## src/rtl/uart_pkg.sv

```systemverilog
// Constants, register map and state types for the UART core
package uart_pkg;

    // ----------------------------------------
    // Register offsets
    // ----------------------------------------
    localparam logic [2:0] ADDR_CTRL = 3'h0;
    localparam logic [2:0] ADDR_MODE = 3'h1;
    localparam logic [2:0] ADDR_STAT = 3'h2;
    localparam logic [2:0] ADDR_DIVL = 3'h3;
    localparam logic [2:0] ADDR_DIVH = 3'h4;
    localparam logic [2:0] ADDR_TXBUF = 3'h5;
    localparam logic [2:0] ADDR_RXBUF = 3'h6;

    // ----------------------------------------
    // Field positions
    // ----------------------------------------
    // Control register
    localparam int C_SWRST = 0;
    localparam int C_SYNC = 1;
    localparam int C_MSB = 2;
    localparam int C_SEVEN = 3;
    localparam int C_PEN = 4;
    localparam int C_PEVEN = 5;
    localparam int C_SPB = 6;
    localparam int C_DORM = 7;
    // Mode register, protocol field in bits 1:0
    localparam int M_MODE = 0;
    localparam int M_TXADDR = 2;
    localparam int M_RXEIE = 3;
    localparam int M_RXIE = 4;
    localparam int M_TXIE = 5;
    localparam int M_STTIE = 6;
    localparam int M_TXCPTIE = 7;
    // Status register
    localparam int S_RXF = 0;
    localparam int S_TXE = 1;
    localparam int S_IDLE = 2;
    localparam int S_PE = 3;
    localparam int S_FE = 4;
    localparam int S_OE = 5;
    localparam int S_RXERR = 6;
    localparam int S_TXCPT = 7;

    // ----------------------------------------
    // Reset values and timing
    // ----------------------------------------
    localparam logic [7:0] CTRL_RESET = 8'h01;
    localparam logic [7:0] MODE_RESET = 8'h00;
    localparam int CLK_HZ = 25000000;
    localparam int BAUD_DEFAULT = 115200;
    localparam logic [15:0] DIV_RESET = 16'(CLK_HZ / BAUD_DEFAULT);
    localparam logic [1:0] MODE_IDLE_LINE = 2'b01;
    localparam logic [3:0] IDLE_RX_BITS = 4'ha;
    localparam logic [3:0] IDLE_TX_BITS = 4'hb;

    // ----------------------------------------
    // State machines
    // ----------------------------------------
    typedef enum logic [2:0] {
        RX_OFF = 3'b001,
        RX_FRAME = 3'b010,
        RX_GAP = 3'b100
    } rx_state_e;

    typedef enum logic [2:0] {
        TX_IDLE = 3'b001,
        TX_GAP = 3'b010,
        TX_FRAME = 3'b100
    } tx_state_e;

endpackage

```

## src/rtl/uart_idle_line_multiproc.sv

```systemverilog
// UART core with idle-line multiprocessor protocol
//
// How it works
// - Serial operation only while the sync mode select bit is zero.
// - Reset sets the soft reset bit; software may also set it.
// - Soft reset sets tx empty, clears rx/tx interrupt enables, receive and error flags.
// - Normal operation resumes only once the soft reset bit is cleared.
// - Frame is start, 7/8 data, optional parity, one or two stops.
// - Bit order select chooses MSB first, else LSB first.
// - Transmit and receive share one baud divisor.
// - Protocol field value 01 selects idle-line multiprocessor mode.
// - Ten or more marks after the stops raise the idle flag.
// - Receive bit timer stops after idle, restarts on a start edge.
// - First character after idle is an address, tagged by idle flag.
// - Dormant drops non-address characters without buffer or interrupt.
// - Dormant address loads buffer, sets flag, errors if enabled.
// - Address with errors is discarded while error enable is zero.
// - Hardware never changes the dormant bit; software clears it.
// - Clearing dormant mid-character flags that character at its end.
// - Address request is buffered; such a character follows 11 idle bits.
// - Address request clears when the start bit goes out.
// - Separate shift registers and buffers for each direction.
// - Receive start edge raises a wake-up request.
// - Separate event outputs for receive, transmit, start, done.
`timescale 1ns/100ps
module uart_idle_line_multiproc #(
    parameter logic [15:0] DIV_RESET = uart_pkg::DIV_RESET
) (
    // Clock and reset
    input wire logic clk,
    input wire logic rst_n,
    // Register port
    input wire logic [2:0] addr,
    input wire logic [7:0] wdata,
    input wire logic wr_stb,
    input wire logic rd_stb,
    output logic [7:0] rdata,
    // Serial pins
    input wire logic serial_rx_pin,
    output logic serial_tx_pin,
    // Event outputs
    output logic rx_irq,
    output logic tx_irq,
    output logic start_irq,
    output logic tx_done_irq,
    output logic wake_req
);

    // ----------------------------------------
    // Helpers
    // ----------------------------------------
    // Map data bits to or from wire order
    function automatic logic [7:0] reorder(input logic [7:0] d,
                                           input logic msb,
                                           input logic [3:0] nd);
        logic [7:0] r;
        r = 8'h00;
        for (int i = 0; i < 8; i++) begin
            if (4'(i) < nd) begin
                r[i] = msb ? d[3'(nd - 4'(i) - 4'h1)] : d[i];
            end
        end
        return r;
    endfunction

    // Parity bit over the data bits
    function automatic logic parity(input logic [7:0] d,
                                    input logic even);
        return (^d) ^ ~even;
    endfunction

    // Sticky flag with set winning over clear
    function automatic logic upd(input logic q, input logic set,
                                 input logic clr);
        return set | (q & ~clr);
    endfunction

    // ----------------------------------------
    // State
    // ----------------------------------------
    logic [7:0] ctrl_q, mode_q, mode_d;
    logic [15:0] div_q;
    logic rx_flag_q, txe_q, idle_q, pe_q, fe_q, oe_q, txcpt_q;
    logic rx_s1_q, rx_s2_q, rx_s3_q, rx_lvl_q;
    uart_pkg::rx_state_e rx_st_q;
    logic [15:0] rx_cnt_q;
    logic [3:0] rx_bit_q, rx_gap_q;
    logic [11:0] rx_raw_q, rx_raw_d;
    logic idle_pend_q;
    logic [7:0] rxbuf_q, txbuf_q;
    logic txbuf_full_q, txbuf_addr_q;
    uart_pkg::tx_state_e tx_st_q;
    logic [15:0] tx_cnt_q;
    logic [3:0] tx_bit_q;
    logic [11:0] tx_sh_q, tx_frame;

    // ----------------------------------------
    // Decode
    // ----------------------------------------
    wire wr_ctrl = wr_stb && addr == uart_pkg::ADDR_CTRL;
    wire wr_mode = wr_stb && addr == uart_pkg::ADDR_MODE;
    wire wr_stat = wr_stb && addr == uart_pkg::ADDR_STAT;
    wire wr_divl = wr_stb && addr == uart_pkg::ADDR_DIVL;
    wire wr_divh = wr_stb && addr == uart_pkg::ADDR_DIVH;
    wire wr_txb = wr_stb && addr == uart_pkg::ADDR_TXBUF;
    wire rd_rxb = rd_stb && addr == uart_pkg::ADDR_RXBUF;
    wire swrst = ctrl_q[uart_pkg::C_SWRST];
    wire hold = swrst | ctrl_q[uart_pkg::C_SYNC];
    wire msb = ctrl_q[uart_pkg::C_MSB];
    wire pen = ctrl_q[uart_pkg::C_PEN];
    wire even = ctrl_q[uart_pkg::C_PEVEN];
    wire spb = ctrl_q[uart_pkg::C_SPB];
    wire dormant = ctrl_q[uart_pkg::C_DORM];
    wire rxeie = mode_q[uart_pkg::M_RXEIE];
    wire idle_mode = mode_q[1:0] == uart_pkg::MODE_IDLE_LINE;
    wire [7:0] clr = wr_stat ? wdata : 8'h00;

    // Frame geometry, shared by both directions
    wire [3:0] nd = ctrl_q[uart_pkg::C_SEVEN] ? 4'h7 : 4'h8;
    wire [3:0] par_pos = nd + 4'h1;
    wire [3:0] stop_pos = par_pos + {3'h0, pen};
    wire [3:0] last_bit = stop_pos + {3'h0, spb};
    wire [15:0] div_m1 = div_q - 16'h0001;

    // ----------------------------------------
    // Receive decode
    // ----------------------------------------
    // Line level changes once stages two and three agree
    wire rx_lvl_d = (rx_s2_q == rx_s3_q) ? rx_s3_q : rx_lvl_q;
    wire rx_fall = rx_lvl_q & ~rx_lvl_d;
    wire rx_start = rx_fall && !hold && rx_st_q != uart_pkg::RX_FRAME;
    wire rx_tick = rx_cnt_q == 16'h0000;
    wire rx_smp = rx_st_q == uart_pkg::RX_FRAME && rx_tick;
    wire rx_false = rx_smp && rx_bit_q == 4'h0 && rx_lvl_q;
    wire rx_done = rx_smp && rx_bit_q == last_bit && !hold;
    wire gap_tick = rx_st_q == uart_pkg::RX_GAP && rx_tick && !rx_fall;
    wire idle_det = gap_tick && rx_lvl_q
        && rx_gap_q == uart_pkg::IDLE_RX_BITS - 4'h1;

    // Raw frame including the bit sampled now
    always_comb begin
        rx_raw_d = rx_raw_q;
        if (rx_smp) begin
            rx_raw_d[rx_bit_q] = rx_lvl_q;
        end
    end

    // Character check and acceptance
    wire [7:0] rx_data = reorder(rx_raw_d[8:1], msb, nd);
    wire rx_pe = pen && rx_raw_d[par_pos] != parity(rx_data, even);
    wire rx_fe = ~rx_raw_d[stop_pos] | (spb & ~rx_raw_d[last_bit]);
    wire rx_err = rx_pe | rx_fe;
    wire is_addr = idle_mode & idle_pend_q;
    wire rx_accept = rx_done && (!dormant || is_addr)
        && (!rx_err || rxeie);
    wire err_set = rx_accept & rxeie;

    // ----------------------------------------
    // Transmit decode
    // ----------------------------------------
    wire tx_tick = tx_cnt_q == 16'h0000;
    wire tx_load = tx_st_q == uart_pkg::TX_IDLE && txbuf_full_q && !hold;
    wire tx_gap = txbuf_addr_q & idle_mode;
    wire gap_end = tx_st_q == uart_pkg::TX_GAP && tx_tick
        && tx_bit_q == uart_pkg::IDLE_TX_BITS - 4'h1;
    wire tx_start = (tx_load && !tx_gap) || gap_end;
    wire tx_end = tx_st_q == uart_pkg::TX_FRAME && tx_tick
        && tx_bit_q == last_bit;
    wire [7:0] tx_data = ctrl_q[uart_pkg::C_SEVEN]
        ? {1'b0, txbuf_q[6:0]} : txbuf_q;
    wire [7:0] tx_ord = reorder(txbuf_q, msb, nd);

    // Build the outgoing frame, start bit in bit 0
    always_comb begin
        tx_frame = 12'hfff;
        tx_frame[0] = 1'b0;
        for (int i = 0; i < 8; i++) begin
            if (4'(i) < nd) begin
                tx_frame[i + 1] = tx_ord[i];
            end
        end
        if (pen) begin
            tx_frame[par_pos] = parity(tx_data, even);
        end
    end

    // ----------------------------------------
    // Register access
    // ----------------------------------------
    wire rx_errst = pe_q | fe_q | oe_q;
    wire [7:0] stat = {txcpt_q, rx_errst, oe_q, fe_q, pe_q, idle_q,
                       txe_q, rx_flag_q};
    wire [7:0] rd_mux =
        addr == uart_pkg::ADDR_CTRL ? ctrl_q :
        addr == uart_pkg::ADDR_MODE ? mode_q :
        addr == uart_pkg::ADDR_STAT ? stat :
        addr == uart_pkg::ADDR_DIVL ? div_q[7:0] :
        addr == uart_pkg::ADDR_DIVH ? div_q[15:8] :
        addr == uart_pkg::ADDR_RXBUF ? rxbuf_q : 8'h00;

    // Mode: software write, request clear at start, rx/tx interrupt enables off in reset
    always_comb begin
        mode_d = wr_mode ? wdata : mode_q;
        if (tx_start && !wr_mode) begin
            mode_d[uart_pkg::M_TXADDR] = 1'b0;
        end
        if (swrst) begin
            mode_d[uart_pkg::M_RXIE] = 1'b0;
            mode_d[uart_pkg::M_TXIE] = 1'b0;
        end
    end

    // Configuration registers; dormant is only ever software written
    always_ff @(posedge clk) begin
        if (!rst_n) begin
            ctrl_q <= uart_pkg::CTRL_RESET;
            mode_q <= uart_pkg::MODE_RESET;
            div_q <= DIV_RESET;
        end else begin
            ctrl_q <= wr_ctrl ? wdata : ctrl_q;
            mode_q <= mode_d;
            div_q[7:0] <= wr_divl ? wdata : div_q[7:0];
            div_q[15:8] <= wr_divh ? wdata : div_q[15:8];
        end
    end

    // Status flags, write one to clear except tx empty, hardware set wins
    always_ff @(posedge clk) begin
        if (!rst_n || swrst) begin
            rx_flag_q <= 1'b0;
            pe_q <= 1'b0;
            fe_q <= 1'b0;
            oe_q <= 1'b0;
            txe_q <= 1'b1;
            idle_q <= 1'b0;
            txcpt_q <= 1'b0;
        end else begin
            rx_flag_q <= upd(rx_flag_q, rx_accept,
                             clr[uart_pkg::S_RXF] | rd_rxb);
            pe_q <= upd(pe_q, err_set & rx_pe, clr[uart_pkg::S_PE]);
            fe_q <= upd(fe_q, err_set & rx_fe, clr[uart_pkg::S_FE]);
            oe_q <= upd(oe_q, rx_accept & rx_flag_q, clr[uart_pkg::S_OE]);
            txe_q <= tx_load | (txe_q & ~wr_txb);
            idle_q <= upd(idle_q, (idle_det & idle_mode)
                          | (rx_accept & is_addr),
                          clr[uart_pkg::S_IDLE]);
            txcpt_q <= upd(txcpt_q, tx_end & ~txbuf_full_q,
                           clr[uart_pkg::S_TXCPT] | wr_txb);
        end
    end

    // Read data stands in the cycle after the strobe only
    always_ff @(posedge clk) begin
        if (!rst_n) begin
            rdata <= 8'h00;
        end else begin
            rdata <= rd_stb ? rd_mux : 8'h00;
        end
    end

    // ----------------------------------------
    // Receiver
    // ----------------------------------------
    // Pin synchroniser, three stages
    always_ff @(posedge clk) begin
        if (!rst_n) begin
            rx_s1_q <= 1'b1;
            rx_s2_q <= 1'b1;
            rx_s3_q <= 1'b1;
            rx_lvl_q <= 1'b1;
        end else begin
            rx_s1_q <= serial_rx_pin;
            rx_s2_q <= rx_s1_q;
            rx_s3_q <= rx_s2_q;
            rx_lvl_q <= rx_lvl_d;
        end
    end

    // Receive bit timer and frame sequencer
    always_ff @(posedge clk) begin
        if (!rst_n || hold) begin
            rx_st_q <= uart_pkg::RX_OFF;
            rx_cnt_q <= 16'h0000;
            rx_bit_q <= 4'h0;
            rx_gap_q <= 4'h0;
            rx_raw_q <= 12'h000;
            idle_pend_q <= 1'b0;
        end else if (rx_start) begin
            rx_st_q <= uart_pkg::RX_FRAME;
            rx_cnt_q <= {1'b0, div_q[15:1]};
            rx_bit_q <= 4'h0;
        end else begin
            rx_cnt_q <= rx_tick ? div_m1 : rx_cnt_q - 16'h0001;
            rx_raw_q <= rx_raw_d;
            unique case (rx_st_q)
                uart_pkg::RX_OFF: begin
                    rx_cnt_q <= 16'h0000;
                end
                uart_pkg::RX_FRAME: begin
                    if (rx_false) begin
                        rx_st_q <= uart_pkg::RX_OFF;
                        rx_cnt_q <= 16'h0000;
                    end else if (rx_done) begin
                        rx_st_q <= uart_pkg::RX_GAP;
                        rx_gap_q <= 4'h0;
                        idle_pend_q <= 1'b0;
                    end else if (rx_tick) begin
                        rx_bit_q <= rx_bit_q + 4'h1;
                    end
                end
                uart_pkg::RX_GAP: begin
                    if (idle_det) begin
                        rx_st_q <= uart_pkg::RX_OFF;
                        rx_cnt_q <= 16'h0000;
                        idle_pend_q <= 1'b1;
                    end else if (gap_tick) begin
                        rx_gap_q <= rx_lvl_q ? rx_gap_q + 4'h1 : 4'h0;
                    end
                end
                default: begin
                    rx_st_q <= uart_pkg::RX_OFF;
                end
            endcase
        end
    end

    // Receive buffer, separate from the shift path
    always_ff @(posedge clk) begin
        if (!rst_n) begin
            rxbuf_q <= 8'h00;
        end else if (rx_accept) begin
            rxbuf_q <= rx_data;
        end
    end

    // ----------------------------------------
    // Transmitter
    // ----------------------------------------
    // Transmit buffer with its buffered address request
    always_ff @(posedge clk) begin
        if (!rst_n || hold) begin
            txbuf_q <= 8'h00;
            txbuf_full_q <= 1'b0;
            txbuf_addr_q <= 1'b0;
        end else if (wr_txb) begin
            txbuf_q <= wdata;
            txbuf_full_q <= 1'b1;
            txbuf_addr_q <= mode_q[uart_pkg::M_TXADDR];
        end else if (tx_load) begin
            txbuf_full_q <= 1'b0;
        end
    end

    // Transmit sequencer: optional idle gap, then the frame
    always_ff @(posedge clk) begin
        if (!rst_n || hold) begin
            tx_st_q <= uart_pkg::TX_IDLE;
            tx_cnt_q <= 16'h0000;
            tx_bit_q <= 4'h0;
            tx_sh_q <= 12'hfff;
            serial_tx_pin <= 1'b1;
        end else begin
            tx_cnt_q <= tx_tick ? div_m1 : tx_cnt_q - 16'h0001;
            serial_tx_pin <= (tx_st_q == uart_pkg::TX_FRAME)
                ? tx_sh_q[tx_bit_q] : 1'b1;
            unique case (tx_st_q)
                uart_pkg::TX_IDLE: begin
                    tx_cnt_q <= div_m1;
                    tx_bit_q <= 4'h0;
                    if (tx_load) begin
                        tx_sh_q <= tx_frame;
                        tx_st_q <= tx_gap ? uart_pkg::TX_GAP
                                          : uart_pkg::TX_FRAME;
                    end
                end
                uart_pkg::TX_GAP: begin
                    if (gap_end) begin
                        tx_st_q <= uart_pkg::TX_FRAME;
                        tx_bit_q <= 4'h0;
                    end else if (tx_tick) begin
                        tx_bit_q <= tx_bit_q + 4'h1;
                    end
                end
                uart_pkg::TX_FRAME: begin
                    if (tx_end) begin
                        tx_st_q <= uart_pkg::TX_IDLE;
                    end else if (tx_tick) begin
                        tx_bit_q <= tx_bit_q + 4'h1;
                    end
                end
                default: begin
                    tx_st_q <= uart_pkg::TX_IDLE;
                end
            endcase
        end
    end

    // ----------------------------------------
    // Event outputs
    // ----------------------------------------
    always_ff @(posedge clk) begin
        if (!rst_n) begin
            rx_irq <= 1'b0;
            tx_irq <= 1'b0;
            start_irq <= 1'b0;
            tx_done_irq <= 1'b0;
            wake_req <= 1'b0;
        end else begin
            rx_irq <= rx_flag_q & mode_q[uart_pkg::M_RXIE];
            tx_irq <= txe_q & mode_q[uart_pkg::M_TXIE];
            start_irq <= rx_start & mode_q[uart_pkg::M_STTIE];
            tx_done_irq <= txcpt_q & mode_q[uart_pkg::M_TXCPTIE];
            wake_req <= rx_start;
        end
    end
endmodule

```

## config.mk

```make
export PLATFORM = sky130hd
export DESIGN_NAME = uart_idle_line_multiproc
export DESIGN_NICKNAME = d
export VERILOG_FILES = /design/src/rtl/uart_pkg.sv /design/src/rtl/uart_idle_line_multiproc.sv
export SDC_FILE = /design/constraint.sdc
export NUM_CORES = 1
export LEC_CHECK = 0
export BUFFER_PORTS_ARGS = -buffer_cell sky130_fd_sc_hd__buf_2
export CAP_MARGIN = 10
export CORE_UTILIZATION = 40
export DETAILED_ROUTE_END_ITERATION = 8
export GPL_TIMING_DRIVEN = 0
export PLACE_DENSITY = 0.67
export SLEW_MARGIN = 30
export SYNTH_ARGS = -nofsm -noshare
export SYNTH_HDL_FRONTEND = slang
export SYNTH_SLANG_ARGS = --single-unit
```

## constraint.sdc

```tcl
create_clock -name clk -period 3.4 [get_ports clk]
set_clock_uncertainty 0.1 [all_clocks]
set_input_delay 0.68 -clock clk [delete_from_list [all_inputs] [get_ports clk]]
set_output_delay 0.68 -clock clk [all_outputs]
set_load 0.05 [all_outputs]
```

==> reports/qor.yml <==
run_status:
  outcome: "finished with violations"
  violations: "setup timing"
cts:
  htree_num_levels: 4
  clock-root-buffer: "clkbuf_16"
  numCtsBuffers: 17
  cts_tree: "yes"
  cts_sinks: 147
  path_clk_slew_ps: 60
  clk_latency_ps: 430
  ctsLongestPathBuffers: 2
logic_synthesis:
  synth_flop_cell: "dfxtp_1"
  synth_edf_count: 0
  synth_warnings: 0
  syn-cell-area_um2: 8260
  syn_nets: 1072
  syn_inst: 1040
  synth_cell_types: 76
  ys_ff_latch: 147
  avgSynthCellArea_um2: 7.94
  ys_seq_area_share_pct: 35.6
  async_flop_share_pct: 0
power:
  p_seq_share_pct: 42.0
  ir_drop_v: 0.000340
  internal_power_uw: 3220
  power_frac_comb_pct: 5.2
  p_clk_share_pct: 52.7
  swShare_pct: 22.8
  power.density_nw_per_um2: 429
  p_sw_uw: 948
  p_leak_uw: 0.00358
placement:
  dp_slack_ps: -551
  dp_hpwl_um: 18200
  portBuffers: 28
  place_congestion: 0.944
global_routing:
  gr-usage-all-layers_pct: 23.9
  grt_pass1_wl_um: 39800
  antenna_found_initial: 0
  first_global_vias: 7354
  overflow: 0
  grt_max_degree: 17
sta:
  setup-violations-final: 11
  setup_tns_ps: -2100
  timing.fmax_mhz: 274
  layout_setup_ws_ps: -247
  maxSlewHeadroom_pct: 35.6
  rsz0062_at_grt: "yes"
  fin_crit_sh_pct: 107
  min_period_ps: 3650
  slew_viol_final: 0
  hold_viol: 0
  max_slew.worst_pin.slew_ps: 959
floorplan:
  core_area_um2: 20200
  die_h_um: 146
  die_area_um2: 21200
  fp.dieW_um: 146
  initial_utilization_pct: 40.8
  rows: 52
  io_pins: 30
setup_path:
  max_stage_delay_ps: 420
  critPathKind: "reg -> reg"
  slowest_stage: "or3_1"
  worstPathRequired_ps: 3650
  arrival_ps: 3900
  critPathTopFamily: "simple AND/OR/NAND/NOR gates"
  crit_buf_inv: 2
  cp_max_fo: 10
  startpoint_type: "register"
  cp_cell_sequence: "buf_2, nor3b_4, nand2_2, buf_6, o31a_1, o32a_1, mux2_4, or3_4, a21bo_4, a41oi_2, nand4b_1, or3_1, a31oi_1"
  end_kind: "register"
routing:
  drt-total-wl_um: 24900
  wl_per_cell_um: 18.0
  drtIter0Drc: 733
  drcViolationCount: 0
  postRouteAntennaNets: 0
  via_count: 7909
  vias_per_cell: 5.71
  first_pass_iters: 5
cells_and_area:
  mostFrequentLayoutCells: "nand2_1 (175), dfxtp_1 (140), nor2_1 (96), a21oi_1 (85), clkbuf_1 (39)"
  syn2layout_area_growth_pct: 17.6
  n_antenna_cell: 0
  layout.nets: 1134
  layout-drive-gt1-share_pct: 14.0
  postLayoutCoreUtil_pct: 48.0
  layout_commonest_cell: "nand2_1"
min_path:
  hp-class: "reg -> reg"
run:
  cap_violations: 0
[sequential cells by signal (all words and copies together), names as in the netlist, 3 cells and up]
register / flops
ctrl_q: 8
div_q: 16
mode_q: 8
rdata: 8
rx_bit_q: 4
rx_cnt_q: 16
rx_gap_q: 4
rx_raw_q: 11
rx_st_q: 3
rxbuf_q: 8
tx_bit_q: 4
tx_cnt_q: 16
tx_sh_q: 10
tx_st_q: 3
txbuf_q: 8
[timing repair]
action                                  CTS  global route
gates resized for setup                  24            27
endpoints found under the setup margin   24            28
setup buffers                            11             8
pin swaps                                13            11
hold buffers                              0             0
endpoints found under the hold margin     0             0
[cell usage after synthesis, drive strengths merged (15+ instances only)]
cell / instances / area, um^2
a21boi: 17 / 128
a21oi: 86 / 430
and3: 15 / 95.1
clkbuf: 46 / 173
dfxtp: 147 / 2940
ha: 15 / 188
inv: 23 / 86.3
mux2i: 34 / 340
nand2: 177 / 667
nand3: 38 / 190
nor2: 97 / 364
nor2b: 19 / 119
nor3: 23 / 120
o2111ai: 17 / 149
o21ai: 31 / 155
xnor2: 33 / 289
xor2: 30 / 263
[cells by family after synthesis]
| logic type | Yosys count | synth area share [%] |
|---|---|---|
| muxes | 49 | 6.99 |
| xor gates and xnor gates | 63 | 6.68 |
| and+or+nand+nor | 462 | 27.2 |
| buffers and inverters | 81 | 3.82 |
| AOI/OAI and AO/OA | 222 | 17.2 |
| adders and majority gates | 16 | 2.52 |
| DFF | 147 | 35.6 |
[stage by stage]
step,power [uW],hold slack [ps],std cells,area [um^2]
final,4160,319,1385,9710
after global routing,4280,355,1385,9710
after CTS,4180,325,1378,9590
after detailed placement,2000,303,1338,8750
after global placement,2000,302,1338,8750
after floorplan,1920,286,1040,8280
[path summary, 6_finish.rpt]
check             to  cells past startpoint  slack, ps  startpoint
max           idle_q                     13       -250  rx_st_q[0]
min          rx_s2_q                      1        320     rx_s1_q
max reg2reg   idle_q                     13       -250  rx_st_q[0]
min reg2reg  rx_s2_q                      1        320     rx_s1_q
[layout make-up]
| cell class | count | area, um^2 |
|---|---|---|
| plain buffers | 53 | 226 |
| fillers | 1941 | 10500 |
| multi-input cells | 812 | 5130 |
| inverters | 24 | 90.1 |
| flip-flops and latches | 147 | 2960 |
| repair buffers | 47 | 283 |
| clock buffers | 18 | 439 |
| well taps | 270 | 338 |
| clock inverters | 14 | 249 |
[power groups by stage]
stage	Clock, uW	Combinational, uW	Sequential, uW
2_1_floorplan	0	131	1790
6_report	2200	219	1750
3_5_place_dp	0	211	1790
5_1_grt	2290	239	1750
3_3_place_gp	0	210	1790
4_1_cts	2210	213	1750
[metal layers]
metal  share of wire, %  GRT usage (%)  up-vias
met3                6.7           4.64       58
li1                   -              -     3802
met5                  0              0        -
met1                 45           32.2     3759
met2                 45           37.8      290
met4                3.0           8.68        0
Power figures use the tool's default switching activity.
